File: src/design/fpw_pkg.sv
// Package for the flash control and direct-page paging window block.
// Assumes a 14-bit byte address map and an 8-bit data path.
package fpw_pkg;

  localparam int ADDR_W = 14;
  localparam int DATA_W = 8;

  // Window and aliasing addresses
  localparam logic [13:0] WINDOW_BASE     = 14'h00C0;
  localparam logic [13:0] WINDOW_LAST     = 14'h00FF;
  localparam logic [13:0] INDIRECT_ADDR   = 14'h000E;
  localparam logic [13:0] FLASH_BASE      = 14'h1000;
  localparam int          PAGE_OFS_W      = 6;

  // Register addresses
  localparam logic [13:0] PAGE_SELECTOR_ADDR = 14'h001F;
  localparam logic [13:0] FLASH_CONTROL_ADDR = 14'h0210;

  // Field positions in the flash control register
  localparam int HV_ON_BIT    = 3;
  localparam int MASS_SEL_BIT = 2;
  localparam int PROG_SEL_BIT = 0;

  // Reset values
  localparam logic [7:0] FLASH_CONTROL_RST = 8'h00;
  localparam logic [7:0] PAGE_SELECTOR_RST = 8'h00;

  typedef struct packed {
    logic [13:0] addr;
    logic        wr;
    logic        rd;
    logic [7:0]  wdata;
  } fpw_mem_req_t;

  function automatic logic fpw_in_window(input logic [13:0] a);
    return (a >= WINDOW_BASE) && (a <= WINDOW_LAST);
  endfunction

endpackage

File: src/design/fpw_flash_ctrl.sv
// Flash control register, security gating and paging window front end.
// Assumes the CPU issues at most one read or write per cycle and that the
// memory system answers reads for addresses forwarded on mem_req_q.
//
// Behaviour
// RL1: The high-voltage enable at bit 3 can only be set while program or mass-erase select is 1 and a flash write has latched the target.
// RL2: Bit 2 of the flash control register is a read/write mass-erase select.
// RL3: Bit 0 of the flash control register is a read/write program select.
// RL4: Program and mass-erase selects are never both 1, not even from one write asking for both.
// RL5: While security is engaged, writes to the program select bit are ignored.
// RL6: Direct addresses $00C0 to $00FF form a 64-byte window onto the page chosen by the page selector.
// RL7: The page selector supplies address bits 13 to 6 of window accesses, the window offset bits 5 to 0.
// RL8: Page $08 reaches the high-page registers at $0200, pages $40 to $FF reach flash from $1000.
// RL9: With page $00, window offsets $C0 to $CE reach RAM $0000 to $000E and $CF reaches the index register.
// RL10: The indirect data register sits only at $000E and reaches RAM $000E when the index holds $0E or $CE on page $00.
// RL11: Address $CE on page $00 returns RAM $000E while direct $000E returns the indirect data.
// RL12: Page $00 maps the window onto addresses $00 to $3F.
// RL13: Software programs flash one 64-byte aligned row at a time through the window.
// RL14: The security state bit loaded at reset means disengaged when 1 and engaged when 0.
`timescale 1ns/1ps
module fpw_flash_ctrl
  import fpw_pkg::*;
#(
  parameter int ADDR_BITS = ADDR_W
)
(
  input  wire logic        mclk,
  input  wire logic        reset,
  input  wire logic [13:0] cpu_addr,
  input  wire logic        cpu_wr,
  input  wire logic        cpu_rd,
  input  wire logic [7:0]  cpu_wdata,
  input  wire logic [7:0]  index_value,
  input  wire logic        security_state_bit,
  output fpw_mem_req_t     mem_req_q,
  output logic [7:0]       reg_rdata_q,
  output logic             reg_rvalid_q,
  output logic             row_program_select_q,
  output logic             mass_erase_select_q,
  output logic             array_high_voltage_on_q,
  output logic             secured_q
);

  initial begin
    if (ADDR_BITS != ADDR_W) begin
      $error("fpw_flash_ctrl serves only a 14-bit address map");
    end
  end

  logic [13:0]  phys_addr;
  logic         via_window;
  logic [7:0]   page_sel_q, page_sel_d;
  logic         pgm_d, mass_d, hv_d, armed_q, armed_d;
  logic         secured_d;
  logic         hit_flash_control, hit_psel, hit_flash;
  logic         pgm_req, mass_req;
  fpw_mem_req_t mem_req_d;
  logic [7:0]   rdata_d;
  logic         rvalid_d;

  fpw_window_map u_map (
    .cpu_addr   (cpu_addr),
    .page_sel   (page_sel_q),
    .index_value(index_value),
    .phys_addr  (phys_addr),
    .via_window (via_window)
  );

  assign hit_flash_control  = (phys_addr == FLASH_CONTROL_ADDR);
  assign hit_psel  = (phys_addr == PAGE_SELECTOR_ADDR);
  assign hit_flash = (phys_addr >= FLASH_BASE);

  always_comb begin
    // Security copy is taken while reset is held
    secured_d = reset ? ~security_state_bit : secured_q;  // see RL14
    page_sel_d = page_sel_q;
    pgm_d      = row_program_select_q;
    mass_d     = mass_erase_select_q;
    hv_d       = array_high_voltage_on_q;
    armed_d    = armed_q;
    pgm_req    = cpu_wdata[PROG_SEL_BIT];
    mass_req   = cpu_wdata[MASS_SEL_BIT];
    if (cpu_wr && hit_psel) begin
      page_sel_d = cpu_wdata;
    end
    if (cpu_wr && hit_flash_control) begin
      // Secured parts keep the old program select
      if (secured_q) begin  // see RL5
        pgm_req = row_program_select_q;
      end
      // Asking for both keeps a held select, else only mass erase
      pgm_d  = pgm_req & (~mass_req | row_program_select_q);  // see RL3, RL4
      mass_d = mass_req & ~pgm_d;  // see RL2, RL4
      // ARRAY_HIGH_VOLTAGE_ON judged on the selects held before this write
      hv_d = cpu_wdata[HV_ON_BIT] &
             (array_high_voltage_on_q |
              ((row_program_select_q | mass_erase_select_q) & armed_q));
      // see RL1
    end
    // Latching write into flash arms the high-voltage step
    if (cpu_wr && hit_flash &&
        (row_program_select_q | mass_erase_select_q)) begin  // see RL1
      armed_d = 1'b1;
    end
    if (!pgm_d && !mass_d) begin
      armed_d = 1'b0;
    end
  end

  always_comb begin
    mem_req_d       = '0;
    mem_req_d.addr  = phys_addr;  // see RL9, RL11
    mem_req_d.wdata = cpu_wdata;
    // Own registers are not forwarded so memory never double-answers
    mem_req_d.wr = cpu_wr & ~hit_flash_control & ~hit_psel;
    mem_req_d.rd = cpu_rd & ~hit_flash_control & ~hit_psel;
    rvalid_d     = cpu_rd & (hit_flash_control | hit_psel);
    rdata_d      = 8'h00;
    if (cpu_rd && hit_flash_control) begin
      rdata_d[HV_ON_BIT]    = array_high_voltage_on_q;
      rdata_d[MASS_SEL_BIT] = mass_erase_select_q;
      rdata_d[PROG_SEL_BIT] = row_program_select_q;
    end else if (cpu_rd && hit_psel) begin
      rdata_d = page_sel_q;
    end
  end

  always_ff @(posedge mclk) begin
    if (reset) begin
      page_sel_q              <= PAGE_SELECTOR_RST;
      row_program_select_q    <= FLASH_CONTROL_RST[PROG_SEL_BIT];
      mass_erase_select_q     <= FLASH_CONTROL_RST[MASS_SEL_BIT];
      array_high_voltage_on_q <= FLASH_CONTROL_RST[HV_ON_BIT];
      armed_q                 <= 1'b0;
      mem_req_q               <= '0;
      reg_rdata_q             <= 8'h00;
      reg_rvalid_q            <= 1'b0;
    end else begin
      page_sel_q              <= page_sel_d;
      row_program_select_q    <= pgm_d;
      mass_erase_select_q     <= mass_d;
      array_high_voltage_on_q <= hv_d;
      armed_q                 <= armed_d;
      mem_req_q               <= mem_req_d;
      reg_rdata_q             <= rdata_d;
      reg_rvalid_q            <= rvalid_d;
    end
    secured_q <= secured_d;
  end

  // Checks
  a_select_interlock: assert property (  // see RL4
    @(posedge mclk) disable iff (reset)
    !(row_program_select_q && mass_erase_select_q))
    else $error("program and mass erase selected together");

  a_hv_needs_select: assert property (  // see RL1
    @(posedge mclk) disable iff (reset)
    $rose(array_high_voltage_on_q) |->
      $past(row_program_select_q | mass_erase_select_q) && $past(armed_q))
    else $error("high voltage set without armed select");

  a_secure_pgm_hold: assert property (  // see RL5
    @(posedge mclk) disable iff (reset)
    secured_q && cpu_wr && hit_flash_control |=>
      row_program_select_q == $past(row_program_select_q))
    else $error("program select changed while secured");

  a_mass_write: assert property (  // see RL2
    @(posedge mclk) disable iff (reset)
    cpu_wr && hit_flash_control && !cpu_wdata[PROG_SEL_BIT] |=>
      mass_erase_select_q == $past(cpu_wdata[MASS_SEL_BIT]))
    else $error("mass erase select not written");

  a_pgm_write: assert property (  // see RL3
    @(posedge mclk) disable iff (reset)
    !secured_q && cpu_wr && hit_flash_control && !cpu_wdata[MASS_SEL_BIT] |=>
      row_program_select_q == $past(cpu_wdata[PROG_SEL_BIT]))
    else $error("program select not written");

  a_window_page: assert property (  // see RL6, RL7, RL8, RL12
    @(posedge mclk) disable iff (reset)
    (cpu_wr || cpu_rd) && fpw_in_window(cpu_addr) && !hit_flash_control &&
      !hit_psel |=>
      mem_req_q.addr == {$past(page_sel_q), $past(cpu_addr[5:0])})
    else $error("window address not paged");

  a_indirect_alias: assert property (  // see RL10, RL11
    @(posedge mclk) disable iff (reset)
    cpu_rd && cpu_addr == INDIRECT_ADDR && page_sel_q == 8'h00 &&
      (index_value == 8'h0E || index_value == 8'hCE) |=>
      mem_req_q.rd && mem_req_q.addr == INDIRECT_ADDR)
    else $error("indirect data did not reach RAM $000E");

  a_window_index: assert property (  // see RL9
    @(posedge mclk) disable iff (reset)
    cpu_rd && cpu_addr == 14'h00CF && page_sel_q == 8'h00 |=>
      mem_req_q.addr == 14'h000F)
    else $error("window $CF did not reach index register");

  a_hv_cleared_off: assert property (  // see RL1
    @(posedge mclk) disable iff (reset)
    cpu_wr && hit_flash_control && !cpu_wdata[HV_ON_BIT] |=>
      !array_high_voltage_on_q)
    else $error("high voltage not cleared");

  // Must hold through reset, so no disable here
  a_secure_capture: assert property (  // see RL14
    @(posedge mclk)
    reset |=> secured_q == !$past(security_state_bit))
    else $error("security copy not taken at reset");

  // The live bit may change after reset; the copy must not follow it
  a_secure_hold: assert property (  // see RL14
    @(posedge mclk) disable iff (reset)
    $stable(secured_q))
    else $error("security copy changed outside reset");

  a_ctl_readback: assert property (  // see RL2, RL3
    @(posedge mclk) disable iff (reset)
    cpu_rd && hit_flash_control |=> reg_rvalid_q &&
      reg_rdata_q == {4'h0, $past(array_high_voltage_on_q),
                      $past(mass_erase_select_q), 1'b0,
                      $past(row_program_select_q)})
    else $error("flash control read back wrong");

  a_page_readback: assert property (  // see RL7
    @(posedge mclk) disable iff (reset)
    cpu_rd && hit_psel |=>
      reg_rvalid_q && reg_rdata_q == $past(page_sel_q))
    else $error("page selector read back wrong");

endmodule // fpw_flash_ctrl

File: src/design/fpw_window_map.sv
// Address translation for the direct-page paging window and indirect data.
// Purely combinational; the caller registers the result.
`timescale 1ns/1ps
module fpw_window_map
  import fpw_pkg::*;
(
  input  wire logic [13:0] cpu_addr,
  input  wire logic [7:0]  page_sel,
  input  wire logic [7:0]  index_value,
  output logic      [13:0] phys_addr,
  output logic             via_window
);

  logic [13:0] eff_addr;

  always_comb begin
    // Indirect data register lives at $000E only; it points through the index
    if (cpu_addr == INDIRECT_ADDR) begin  // see RL10
      eff_addr = {6'h00, index_value};
    end else begin
      eff_addr = cpu_addr;
    end
    via_window = fpw_in_window(eff_addr);
    // Page bits form address bits 13..6, offset bits 5..0
    if (via_window) begin  // see RL6, RL7, RL8, RL12
      phys_addr = {page_sel, eff_addr[PAGE_OFS_W-1:0]};
    end else begin
      phys_addr = eff_addr;
    end
  end

endmodule // fpw_window_map

File: config.mk
export PLATFORM = sky130hd
export DESIGN_NAME = fpw_flash_ctrl
export DESIGN_NICKNAME = d
export VERILOG_FILES = /design/src/design/fpw_pkg.sv /design/src/design/fpw_flash_ctrl.sv /design/src/design/fpw_window_map.sv
export SDC_FILE = /design/constraint.sdc
export NUM_CORES = 1
export LEC_CHECK = 0
export BUFFER_PORTS_ARGS = -buffer_cell sky130_fd_sc_hd__buf_4
export CORE_MARGIN = 5
export CORE_UTILIZATION = 35
export CTS_CLUSTER_DIAMETER = 80
export DETAILED_ROUTE_END_ITERATION = 8
export HOLD_SLACK_MARGIN = 0.06
export PLACE_DENSITY = 0.64
export SYNTH_ARGS = -nofsm -noshare
export SYNTH_HDL_FRONTEND = slang
export SYNTH_SLANG_ARGS = --single-unit
File: constraint.sdc
create_clock -name mclk -period 2.6 [get_ports mclk]
set_clock_uncertainty 0.2 [all_clocks]
set_input_delay 0.13 -clock mclk [delete_from_list [all_inputs] [get_ports mclk]]
set_output_delay 0.13 -clock mclk [all_outputs]
set_load 0.02 [all_outputs]
; ---- Yosys cells after proc, flatten, opt, wreduce, memory -nomap -nowiden
; Cells that the tools add are included.
[classes]
n_bitwise = 19
magnitude_cmp = 3
eq_ne = 3
n_mux = 9
n_reduce_logical = 12
[op_table]
columns = cell, count
row1 = $mux W14, 2
row2 = $eq A14 B10 Y1 const B, 1
row3 = $eq A14 B4 Y1 const B, 1
row4 = $eq A14 B5 Y1 const B, 1
row5 = $ge A14 B13 Y1 const B, 1
row6 = $ge A14 B8 Y1 const B, 1
row7 = $le A14 B8 Y1 const B, 1
row8 = $and A1 B1 Y1, 9
row9 = $logic_and A1 B1 Y1, 8
row10 = $not A1 Y1, 6
row11 = $mux W1, 5
row12 = $mux W4, 1
row13 = $or A1 B1 Y1, 4
row14 = $reduce_or A3 Y1, 1
row15 = $logic_not A1 Y1, 2
row16 = $mux W2, 1
row17 = $reduce_or A2 Y1, 1
[totals]
register_bits = 46
output_inout_bits = 37
elab_cells = 59

; ---- Depth between registers and ports, before layout
; Gate-level depths: netlist of the first run.
[depth]
ltp_word = 15
depth_mapped = 7
depth_no_buf = 6

; ---- Modules after synthesis
; A second synthesis of the first run with hierarchy kept.
[unflattened]
cells_unflattened = 172
hier_area_um2 = 1868.0
[modules_own_cells]
columns = module, instances, area_per_inst_um2, seq_area_each_um2, cells_per_inst
row1 = fpw_flash_ctrl, 1, 1621.6, 930.9, 142
row2 = fpw_window_map, 1, 246.5, 0.0, 30

; ---- Worst setup path before layout of the first run
; Ideal clock, no wire load.
[synth_timing]
path_type = input port to flip-flop
startpoint = input port cpu_addr[8]
endpoint = register page_sel_q[1]
setup_time_ns = 0.121
arrival_ns = 2.350
setup_slack_ns = -0.071
cell_stages = 6
cell_sequence = or4_4 nor4_4 mux2i_1 nand3_1 nor3_4 mux2_2
[synth_via]
elab_chain_cells = 7
elab_cells_between_ends = 8
cone_classes = order compare (2) / eq/ne (2) / mux (2) / reduce/logical (2)
[synth_lines]
columns = item, line
row1 = start: declaration, fpw_flash_ctrl.sv:29  ; input wire logic [13:0] cpu_addr,
row2 = $eq A14 B4 Y1, fpw_window_map.sv:18  ; if (cpu_addr == INDIRECT_ADDR) begin
row3 = $mux W14 *, fpw_window_map.sv:18
row4 = $ge A14 B8 Y1 / $le A14 B8 Y1 (equally long branches), fpw_pkg.sv:36  ; return (a >= WINDOW_BASE) && (a <= WINDOW_LAST);
row5 = $logic_and A1 B1 Y1, fpw_pkg.sv:36
row6 = $mux W14 *, fpw_window_map.sv:25  ; if (via_window) begin
row7 = $eq A14 B5 Y1 *, fpw_flash_ctrl.sv:70  ; assign hit_psel = (phys_addr == PAGE_SELECTOR_ADDR);
row8 = $logic_and A1 B1 Y1 *, fpw_flash_ctrl.sv:83  ; if (cpu_wr && hit_psel) begin
row9 = end signal: assignment, fpw_flash_ctrl.sv:139  ; page_sel_q <= page_sel_d;
row10 = end: declaration, fpw_flash_ctrl.sv:52  ; logic [7:0] page_sel_q, page_sel_d;
; Every way passes the cells marked *; elsewhere a longest branch is shown, timed or not.
; A chain may end at the register's enable or synchronous reset.

; ---- Worst setup path after layout of the first run
[layout_timing]
startpoint = register page_sel_q[5]
endpoint = register page_sel_q[6]
[layout_via]
elab_chain_cells = 3
[layout_lines]
columns = item, line
row1 = $mux W14, fpw_window_map.sv:25
row2 = $eq A14 B5 Y1, fpw_flash_ctrl.sv:70
row3 = $logic_and A1 B1 Y1, fpw_flash_ctrl.sv:83
; No other way between the ends.

==> results.json, run 1 <==
{
  "outcome": "completed",
  "placed_cells": 342,
  "worst_path_fanout_max": 8,
  "grt_first_pass_wirelength_microns": 9430,
  "synth.yosys.seq_area_share": 0.489,
  "dominant_delay_contributor_by_cell_family_on_the_critical_path": "simple AND/OR/NAND/NOR gates",
  "synth_cells": 189,
  "finalWorstPathRequiredPeriod_ns": 2.48,
  "synthDominantCellAreaShare": 0.474,
  "worstPathCellList": "nor4_2 > nand4b_1 > o22ai_1 > or3b_2 > nor3_4 > buf_12 > mux2_2",
  "ys_types": 48,
  "worst-setup-path-type": "flip-flop to flip-flop",
  "hold_viol": 0,
  "grt_max_degree": 38,
  "htree_num_levels": 2,
  "area_enclosed_by_the_die_boundary_sq_um": 7010,
  "path_depth": 7,
  "cpPeakStageDelay_ns": 0.52,
  "grt_setup_unrepaired": "no",
  "dpl.hpwl_microns": 4000,
  "final-instance-count-excl-fill": 384,
  "grt-ovfl-total": 0,
  "power_leakage_nw": 1.35,
  "core_area_sq_um": 5200,
  "grt_pass1_vias": 1917,
  "timing.hold.worst_path_depth": 4,
  "vias": 1875,
  "clkLatencyLatePin_ns": 0.30,
  "count_of_flip_flops_with_a_built_in_enable_after_synthesis": 1,
  "timing_limited_maximum_frequency_mhz": 403,
  "floorplan.rows": 26,
  "hold_class": "input port to flip-flop",
  "clk_transition_reported_paths_ns": 0.09,
  "synth.avg_cell_area_sq_um": 10.1,
  "synth_flop_cell": "sky130_fd_sc_hd__dfxtp_1",
  "die_height_microns": 83.7,
  "synthToLayoutAreaGrowth_pct": 63.6,
  "avgViaCountPerCell": 4.88,
  "final_worst_path_cycle_share": 0.953,
  "synthesis.nets": 224,
  "synth.area.top_cells": "sky130_fd_sc_hd__dfxtp_1 47%, sky130_fd_sc_hd__nor2b_1 6.9%, sky130_fd_sc_hd__mux2_2 4.1%",
  "drive_above_1_share": 0.376,
  "powerDensity_nw_per_um2": 478,
  "setup_viol_count_final": 0,
  "synth.largest_area_cell": "sky130_fd_sc_hd__dfxtp_1",
  "timing.critical_path.slowest_stage_cell": "sky130_fd_sc_hd__or3b_2",
  "cts_buffers": 5,
  "place_congestion": 0.823,
  "port_bufs": 71,
  "critical_path_buf_inv_count": 1,
  "diode_count": 0,
  "drv_slew": 0,
  "post-route-cell-area_sq_um": 3110,
  "nets": 348,
  "tritoncts": "built",
  "worstRegToRegCells": 7,
  "worst_case_headroom_to_the_max_slew_limit": 0.663,
  "cp.arrival_ns": 2.47,
  "drt_iter0_drc": 90,
  "timing.critical_path.to_type": "flip-flop",
  "grt.total_usage": 0.165,
  "yosys_register_bits": 46,
  "io_pins": 72,
  "clock_path_buffers": 2,
  "synth-async-reset-ratio": 0,
  "clockRootBuffer": "sky130_fd_sc_hd__clkbuf_8",
  "final_antenna_net_count": 0,
  "avgRoutedWirePerCell_microns": 14.6,
  "timing.setup.tns_ns": 0,
  "drv_cap": 0,
  "cp.required_ns": 2.60,
  "ys.warnings.count": 0,
  "synth.cell_area_sq_um": 1900,
  "critical_path.startpoint_type": "flip-flop",
  "drc_errors": 0,
  "post_dp_cell_area_sq_um": 2650,
  "initial_antenna_violation_count": 0,
  "totalWireLength_microns": 5620,
  "dr.pass1.iters": 4,
  "power.ir.vdd_worst_v": 0.000199,
  "initial_core_util": 0.365,
  "cts_sinks": 46,
  "dieWidth_microns": 83.7,
  "worstMarginPinSlew_ns": 0.502
}
==> cells by family (layout without fill, tap and decap cells) <==
| group | count (synthesis) | in the layout | synth area share |
|---|---|---|---|
| simple gates | 83 | 83 | 0.276 |
| flops | 46 | 46 | 0.489 |
| buf+inv | 10 | 135 | 0.0204 |
| mux | 13 | 13 | 0.0730 |
| compound gates | 37 | 37 | 0.141 |
==> registers in the layout, indices dropped and copies added (netlist names) <==
register / cells
reg_rdata_q: 8
mem_req_q: 24
array_high_voltage_on_q: 1
armed_q: 1
reg_rvalid_q: 1
page_sel_q: 8
secured_q: 1
row_program_select_q: 1
mass_erase_select_q: 1
==> metrics by stage <==
stage,setup WS (ns),util,total power [mW],hold WS (ns)
final,0.121,0.598,1.49,0.0736
after global routing,0.0384,0.598,1.55,0.0836
after CTS,0.0561,0.596,1.50,0.0656
after detailed placement,-0.0191,0.510,0.935,0.176
after global placement,0.0123,0.510,0.935,0.175
after floorplan,-0.0357,-,0.828,0.0101
==> worst paths after layout <==
kind / startpoint / to / slack, ns
worst max-delay path: page_sel_q[5] / page_sel_q[6] / 0.12
worst min register to register: array_high_voltage_on_q / array_high_voltage_on_q / 0.32
worst min-delay path: cpu_addr[7] / mem_req_q[17] / 0.07
worst max register to register: page_sel_q[5] / page_sel_q[6] / 0.12
==> layout by cell type (no fill, tap or decap), types with 2 or more instances in the layout <==
master / instances
sky130_fd_sc_hd__or4_4: 2
sky130_fd_sc_hd__o32ai_1: 3
sky130_fd_sc_hd__o21ai_0: 2
sky130_fd_sc_hd__nor3_1: 3
sky130_fd_sc_hd__nor2b_1: 21
sky130_fd_sc_hd__a41o_1: 2
sky130_fd_sc_hd__o31ai_1: 2
sky130_fd_sc_hd__and3_1: 6
sky130_fd_sc_hd__dlygate4sd3_1: 33
sky130_fd_sc_hd__nand4b_1: 2
sky130_fd_sc_hd__a211oi_1: 3
sky130_fd_sc_hd__inv_1: 4
sky130_fd_sc_hd__dfxtp_1: 45
sky130_fd_sc_hd__nand2b_1: 5
sky130_fd_sc_hd__nand2_1: 4
sky130_fd_sc_hd__nor2_1: 19
sky130_fd_sc_hd__o221ai_1: 2
sky130_fd_sc_hd__nor4_1: 5
sky130_fd_sc_hd__a31oi_1: 3
sky130_fd_sc_hd__buf_4: 89
sky130_fd_sc_hd__a21oi_1: 8
sky130_fd_sc_hd__a22oi_1: 3
sky130_fd_sc_hd__or4b_2: 2
sky130_fd_sc_hd__mux2i_1: 6
sky130_fd_sc_hd__clkbuf_8: 5
sky130_fd_sc_hd__mux2_2: 7
==> what timing repair did <==
| item | in CTS | in global routing |
|---|---|---|
| setup buffers | 0 | 1 |
| hold buffers | 34 | 0 |
| hold endpoints to repair | 34 | 0 |
| resized for setup | 0 | 2 |
| setup endpoints to repair | 0 | 4 |
==> worst min-delay path, stage by stage <==
cell and delay (ns):
sky130_fd_sc_hd__buf_4 0.11, sky130_fd_sc_hd__o32ai_1 0.07, sky130_fd_sc_hd__buf_4 0.14, sky130_fd_sc_hd__nor2_1 0.08
==> per-layer routing <==
metal	global-route usage	vias up	routed length [microns]
met3	0.0276	8	359
met2	0.278	62	2740
li1	-	942	-
met1	0.210	863	2430
met4	0.0658	0	93
met5	0	-	0
==> Yosys cell counts (2+ instances only) <==
library cell	instances
sky130_fd_sc_hd__dfxtp_1	45
sky130_fd_sc_hd__nor2b_1	21
sky130_fd_sc_hd__nor2_1	19
sky130_fd_sc_hd__a21oi_1	8
sky130_fd_sc_hd__mux2_2	7
sky130_fd_sc_hd__and3_1	6
sky130_fd_sc_hd__mux2i_1	6
sky130_fd_sc_hd__nor4_1	6
sky130_fd_sc_hd__clkbuf_1	5
sky130_fd_sc_hd__nand2b_1	5
sky130_fd_sc_hd__inv_1	4
sky130_fd_sc_hd__nand2_1	4
sky130_fd_sc_hd__a211oi_1	3
sky130_fd_sc_hd__a22oi_1	3
sky130_fd_sc_hd__a31oi_1	3
sky130_fd_sc_hd__nor3_1	3
sky130_fd_sc_hd__o32ai_1	3
sky130_fd_sc_hd__a41o_1	2
sky130_fd_sc_hd__nand4b_1	2
sky130_fd_sc_hd__o21ai_0	2
sky130_fd_sc_hd__o221ai_1	2
sky130_fd_sc_hd__o31ai_1	2
sky130_fd_sc_hd__or4_1	2
sky130_fd_sc_hd__or4b_2	2
==> area by class of cell <==
cell class                      count  area (sq um)
Timing Repair Buffer              123          1020
Sequential cell                    46           931
Inverter                            4          15.0
Clock buffer                        6          72.6
Fill cell                         472          2090
Tap cell                           70          87.6
Multi-Input combinational cell    133           950
Clock inverter                      2          37.5
==> power breakdown <==
part	leakage, nW	switching (mW)	internal (mW)
Combinational	0.915	0.103	0.120
Clock	0.0514	0.245	0.287
Sequential	0.379	0.00699	0.728
(Power assumes the default switching activity.)
==> run 2, diff against run 1 <==
Clock period 2.6 ns to 2 ns, I/O delays scaled along.
==> results.json, run 2 (synthesis results as in run 1) <==
{
  "grt_pass1_vias": 2125,
  "timing.critical_path.to_type": "flip-flop",
  "dieWidth_microns": 83.7,
  "totalWireLength_microns": 6480,
  "worstPathCellList": "nor4_2 > nand4b_1 > o22ai_2 > or3b_4 > nor3_4 > buf_12 > mux2_4",
  "hold_viol": 0,
  "diode_count": 0,
  "largest_registers_in_the_final_layout": "mem_req_q x24, page_sel_q x8, reg_rdata_q x8",
  "timing.setup.tns_ns": -4.38,
  "drc_errors": 0,
  "htree_num_levels": 2,
  "power_leakage_nw": 1.58,
  "dominant_delay_contributor_by_cell_family_on_the_critical_path": "simple AND/OR/NAND/NOR gates",
  "clk_transition_reported_paths_ns": 0.09,
  "final_antenna_net_count": 0,
  "grt_setup_unrepaired": "yes",
  "drv_slew": 0,
  "commonest_non_fill_non_tap_cells_in_the_layout": "116 x sky130_fd_sc_hd__buf_4, 43 x sky130_fd_sc_hd__dfxtp_1, 31 x sky130_fd_sc_hd__dlygate4sd3_1, 21 x sky130_fd_sc_hd__nor2b_1, 18 x sky130_fd_sc_hd__nor2_1",
  "clock_path_buffers": 2,
  "register_with_the_most_flip_flops": "mem_req_q",
  "timing_limited_maximum_frequency_mhz": 436,
  "die_height_microns": 83.7,
  "hold_class": "input port to flip-flop",
  "grt_max_degree": 38,
  "cp.required_ns": 2.00,
  "grt-ovfl-total": 0,
  "critical_path.startpoint_type": "flip-flop",
  "power.ir.vdd_worst_v": 0.000434,
  "tritoncts": "built",
  "cts_sinks": 46,
  "vias": 2036,
  "worstMarginPinSlew_ns": 0.397,
  "core_area_sq_um": 5200,
  "worst-setup-path-type": "flip-flop to flip-flop",
  "cts_buffers": 5,
  "drv_cap": 0,
  "largest_register_ffs": 24,
  "initial_core_util": 0.365,
  "drt_iter0_drc": 118,
  "dr.pass1.iters": 4,
  "avgViaCountPerCell": 4.93,
  "worst_case_headroom_to_the_max_slew_limit": 0.735,
  "synthToLayoutAreaGrowth_pct": 82.9,
  "outcome": "finished, violations left",
  "most_common_library_cell_in_the_layout_ignoring_fill_and_taps": "sky130_fd_sc_hd__buf_4",
  "floorplan.rows": 26,
  "cp.arrival_ns": 2.30,
  "area_enclosed_by_the_die_boundary_sq_um": 7010,
  "critical_path_buf_inv_count": 1,
  "grt_first_pass_wirelength_microns": 10400,
  "clkLatencyLatePin_ns": 0.30,
  "port_bufs": 71,
  "final_worst_path_cycle_share": 1.15,
  "finalWorstPathRequiredPeriod_ns": 2.30,
  "setup_viol_count_final": 22,
  "drive_above_1_share": 0.484,
  "violations_in_the_final_reports": "negative setup slack",
  "clockRootBuffer": "sky130_fd_sc_hd__clkbuf_8",
  "io_pins": 72,
  "place_congestion": 0.865,
  "initial_antenna_violation_count": 0,
  "cpPeakStageDelay_ns": 0.44,
  "dp_worst_setup_slack_ns": -0.633,
  "timing.critical_path.slowest_stage_cell": "sky130_fd_sc_hd__or3b_4",
  "grt.total_usage": 0.182,
  "powerDensity_nw_per_um2": 537,
  "timing.final.ws_setup_ns": -0.295,
  "worst_path_fanout_max": 8,
  "nets": 377,
  "dpl.hpwl_microns": 4330,
  "avgRoutedWirePerCell_microns": 15.7
}
## run 2: final timing paths
kind                      start              to  slack, ns  depth (start not counted)
setup / recovery  page_sel_q[7]   page_sel_q[2]      -0.30                          7
hold / removal      cpu_addr[7]   mem_req_q[16]       0.10                          4
setup reg to reg  page_sel_q[7]   page_sel_q[2]      -0.30                          7
hold reg to reg   page_sel_q[1]  reg_rdata_q[1]       0.32                          1
## run 2: repair_timing
item | CTS | global route
pin swaps | 8 | 16
hold endpoints to repair | 36 | 0
setup buffers | 3 | 5
endpoints found under the setup margin | 23 | 25
resized for setup | 26 | 15
hold buffers | 31 | 0
## run 2: cell type report
| type | count | area, sq um |
|---|---|---|
| sequential | 46 | 933 |
| tap | 70 | 87.6 |
| multi-input combinational | 133 | 1110 |
| clock buffer | 5 | 68.8 |
| clock inverter | 3 | 21.3 |
| inverter | 4 | 15.0 |
| fill | 412 | 1730 |
| timing repair buffer | 152 | 1250 |
## run 2: layer usage
layer  GRT usage  wire, microns  vias to the layer above
li1            -              -                     1003
met1       0.225           2790                      959
met2       0.305           3180                       58
met3      0.0415            332                       16
met4      0.0716            170                        0
met5           0              0                        -
## run 2: power by group
part | switching, mW | internal [mW] | leakage, nW | total (mW)
logic | 0.156 | 0.182 | 1.16 | 0.339
clock network | 0.327 | 0.246 | 0.0441 | 0.573
registers | 0.00958 | 0.946 | 0.380 | 0.956
total | 0.494 | 1.37 | 1.58 | 1.87
## run 2: through the flow
| stage | util | hold slack [ns] | cells | cell area [sq um] | power [mW] |
|---|---|---|---|---|---|
| floorplan | - | -0.0199 | 189 | 1910 | 1.08 |
| global placement | 0.546 | 0.136 | 367 | 2840 | 1.24 |
| detailed placement | 0.546 | 0.149 | 367 | 2840 | 1.24 |
| CTS | 0.647 | 0.0837 | 408 | 3370 | 1.88 |
| global route | 0.668 | 0.146 | 413 | 3480 | 1.95 |
| finish | 0.668 | 0.103 | 413 | 3480 | 1.87 |
## run 2: worst register-to-register path: stages, from the launching register on
cell and delay (ns):
sky130_fd_sc_hd__dfxtp_2 0.33, sky130_fd_sc_hd__nor4_2 0.27, sky130_fd_sc_hd__nand4b_1 0.15, sky130_fd_sc_hd__o22ai_2 0.19
sky130_fd_sc_hd__or3b_4 0.44, sky130_fd_sc_hd__nor3_4 0.16, sky130_fd_sc_hd__buf_12 0.16, sky130_fd_sc_hd__mux2_4 0.30
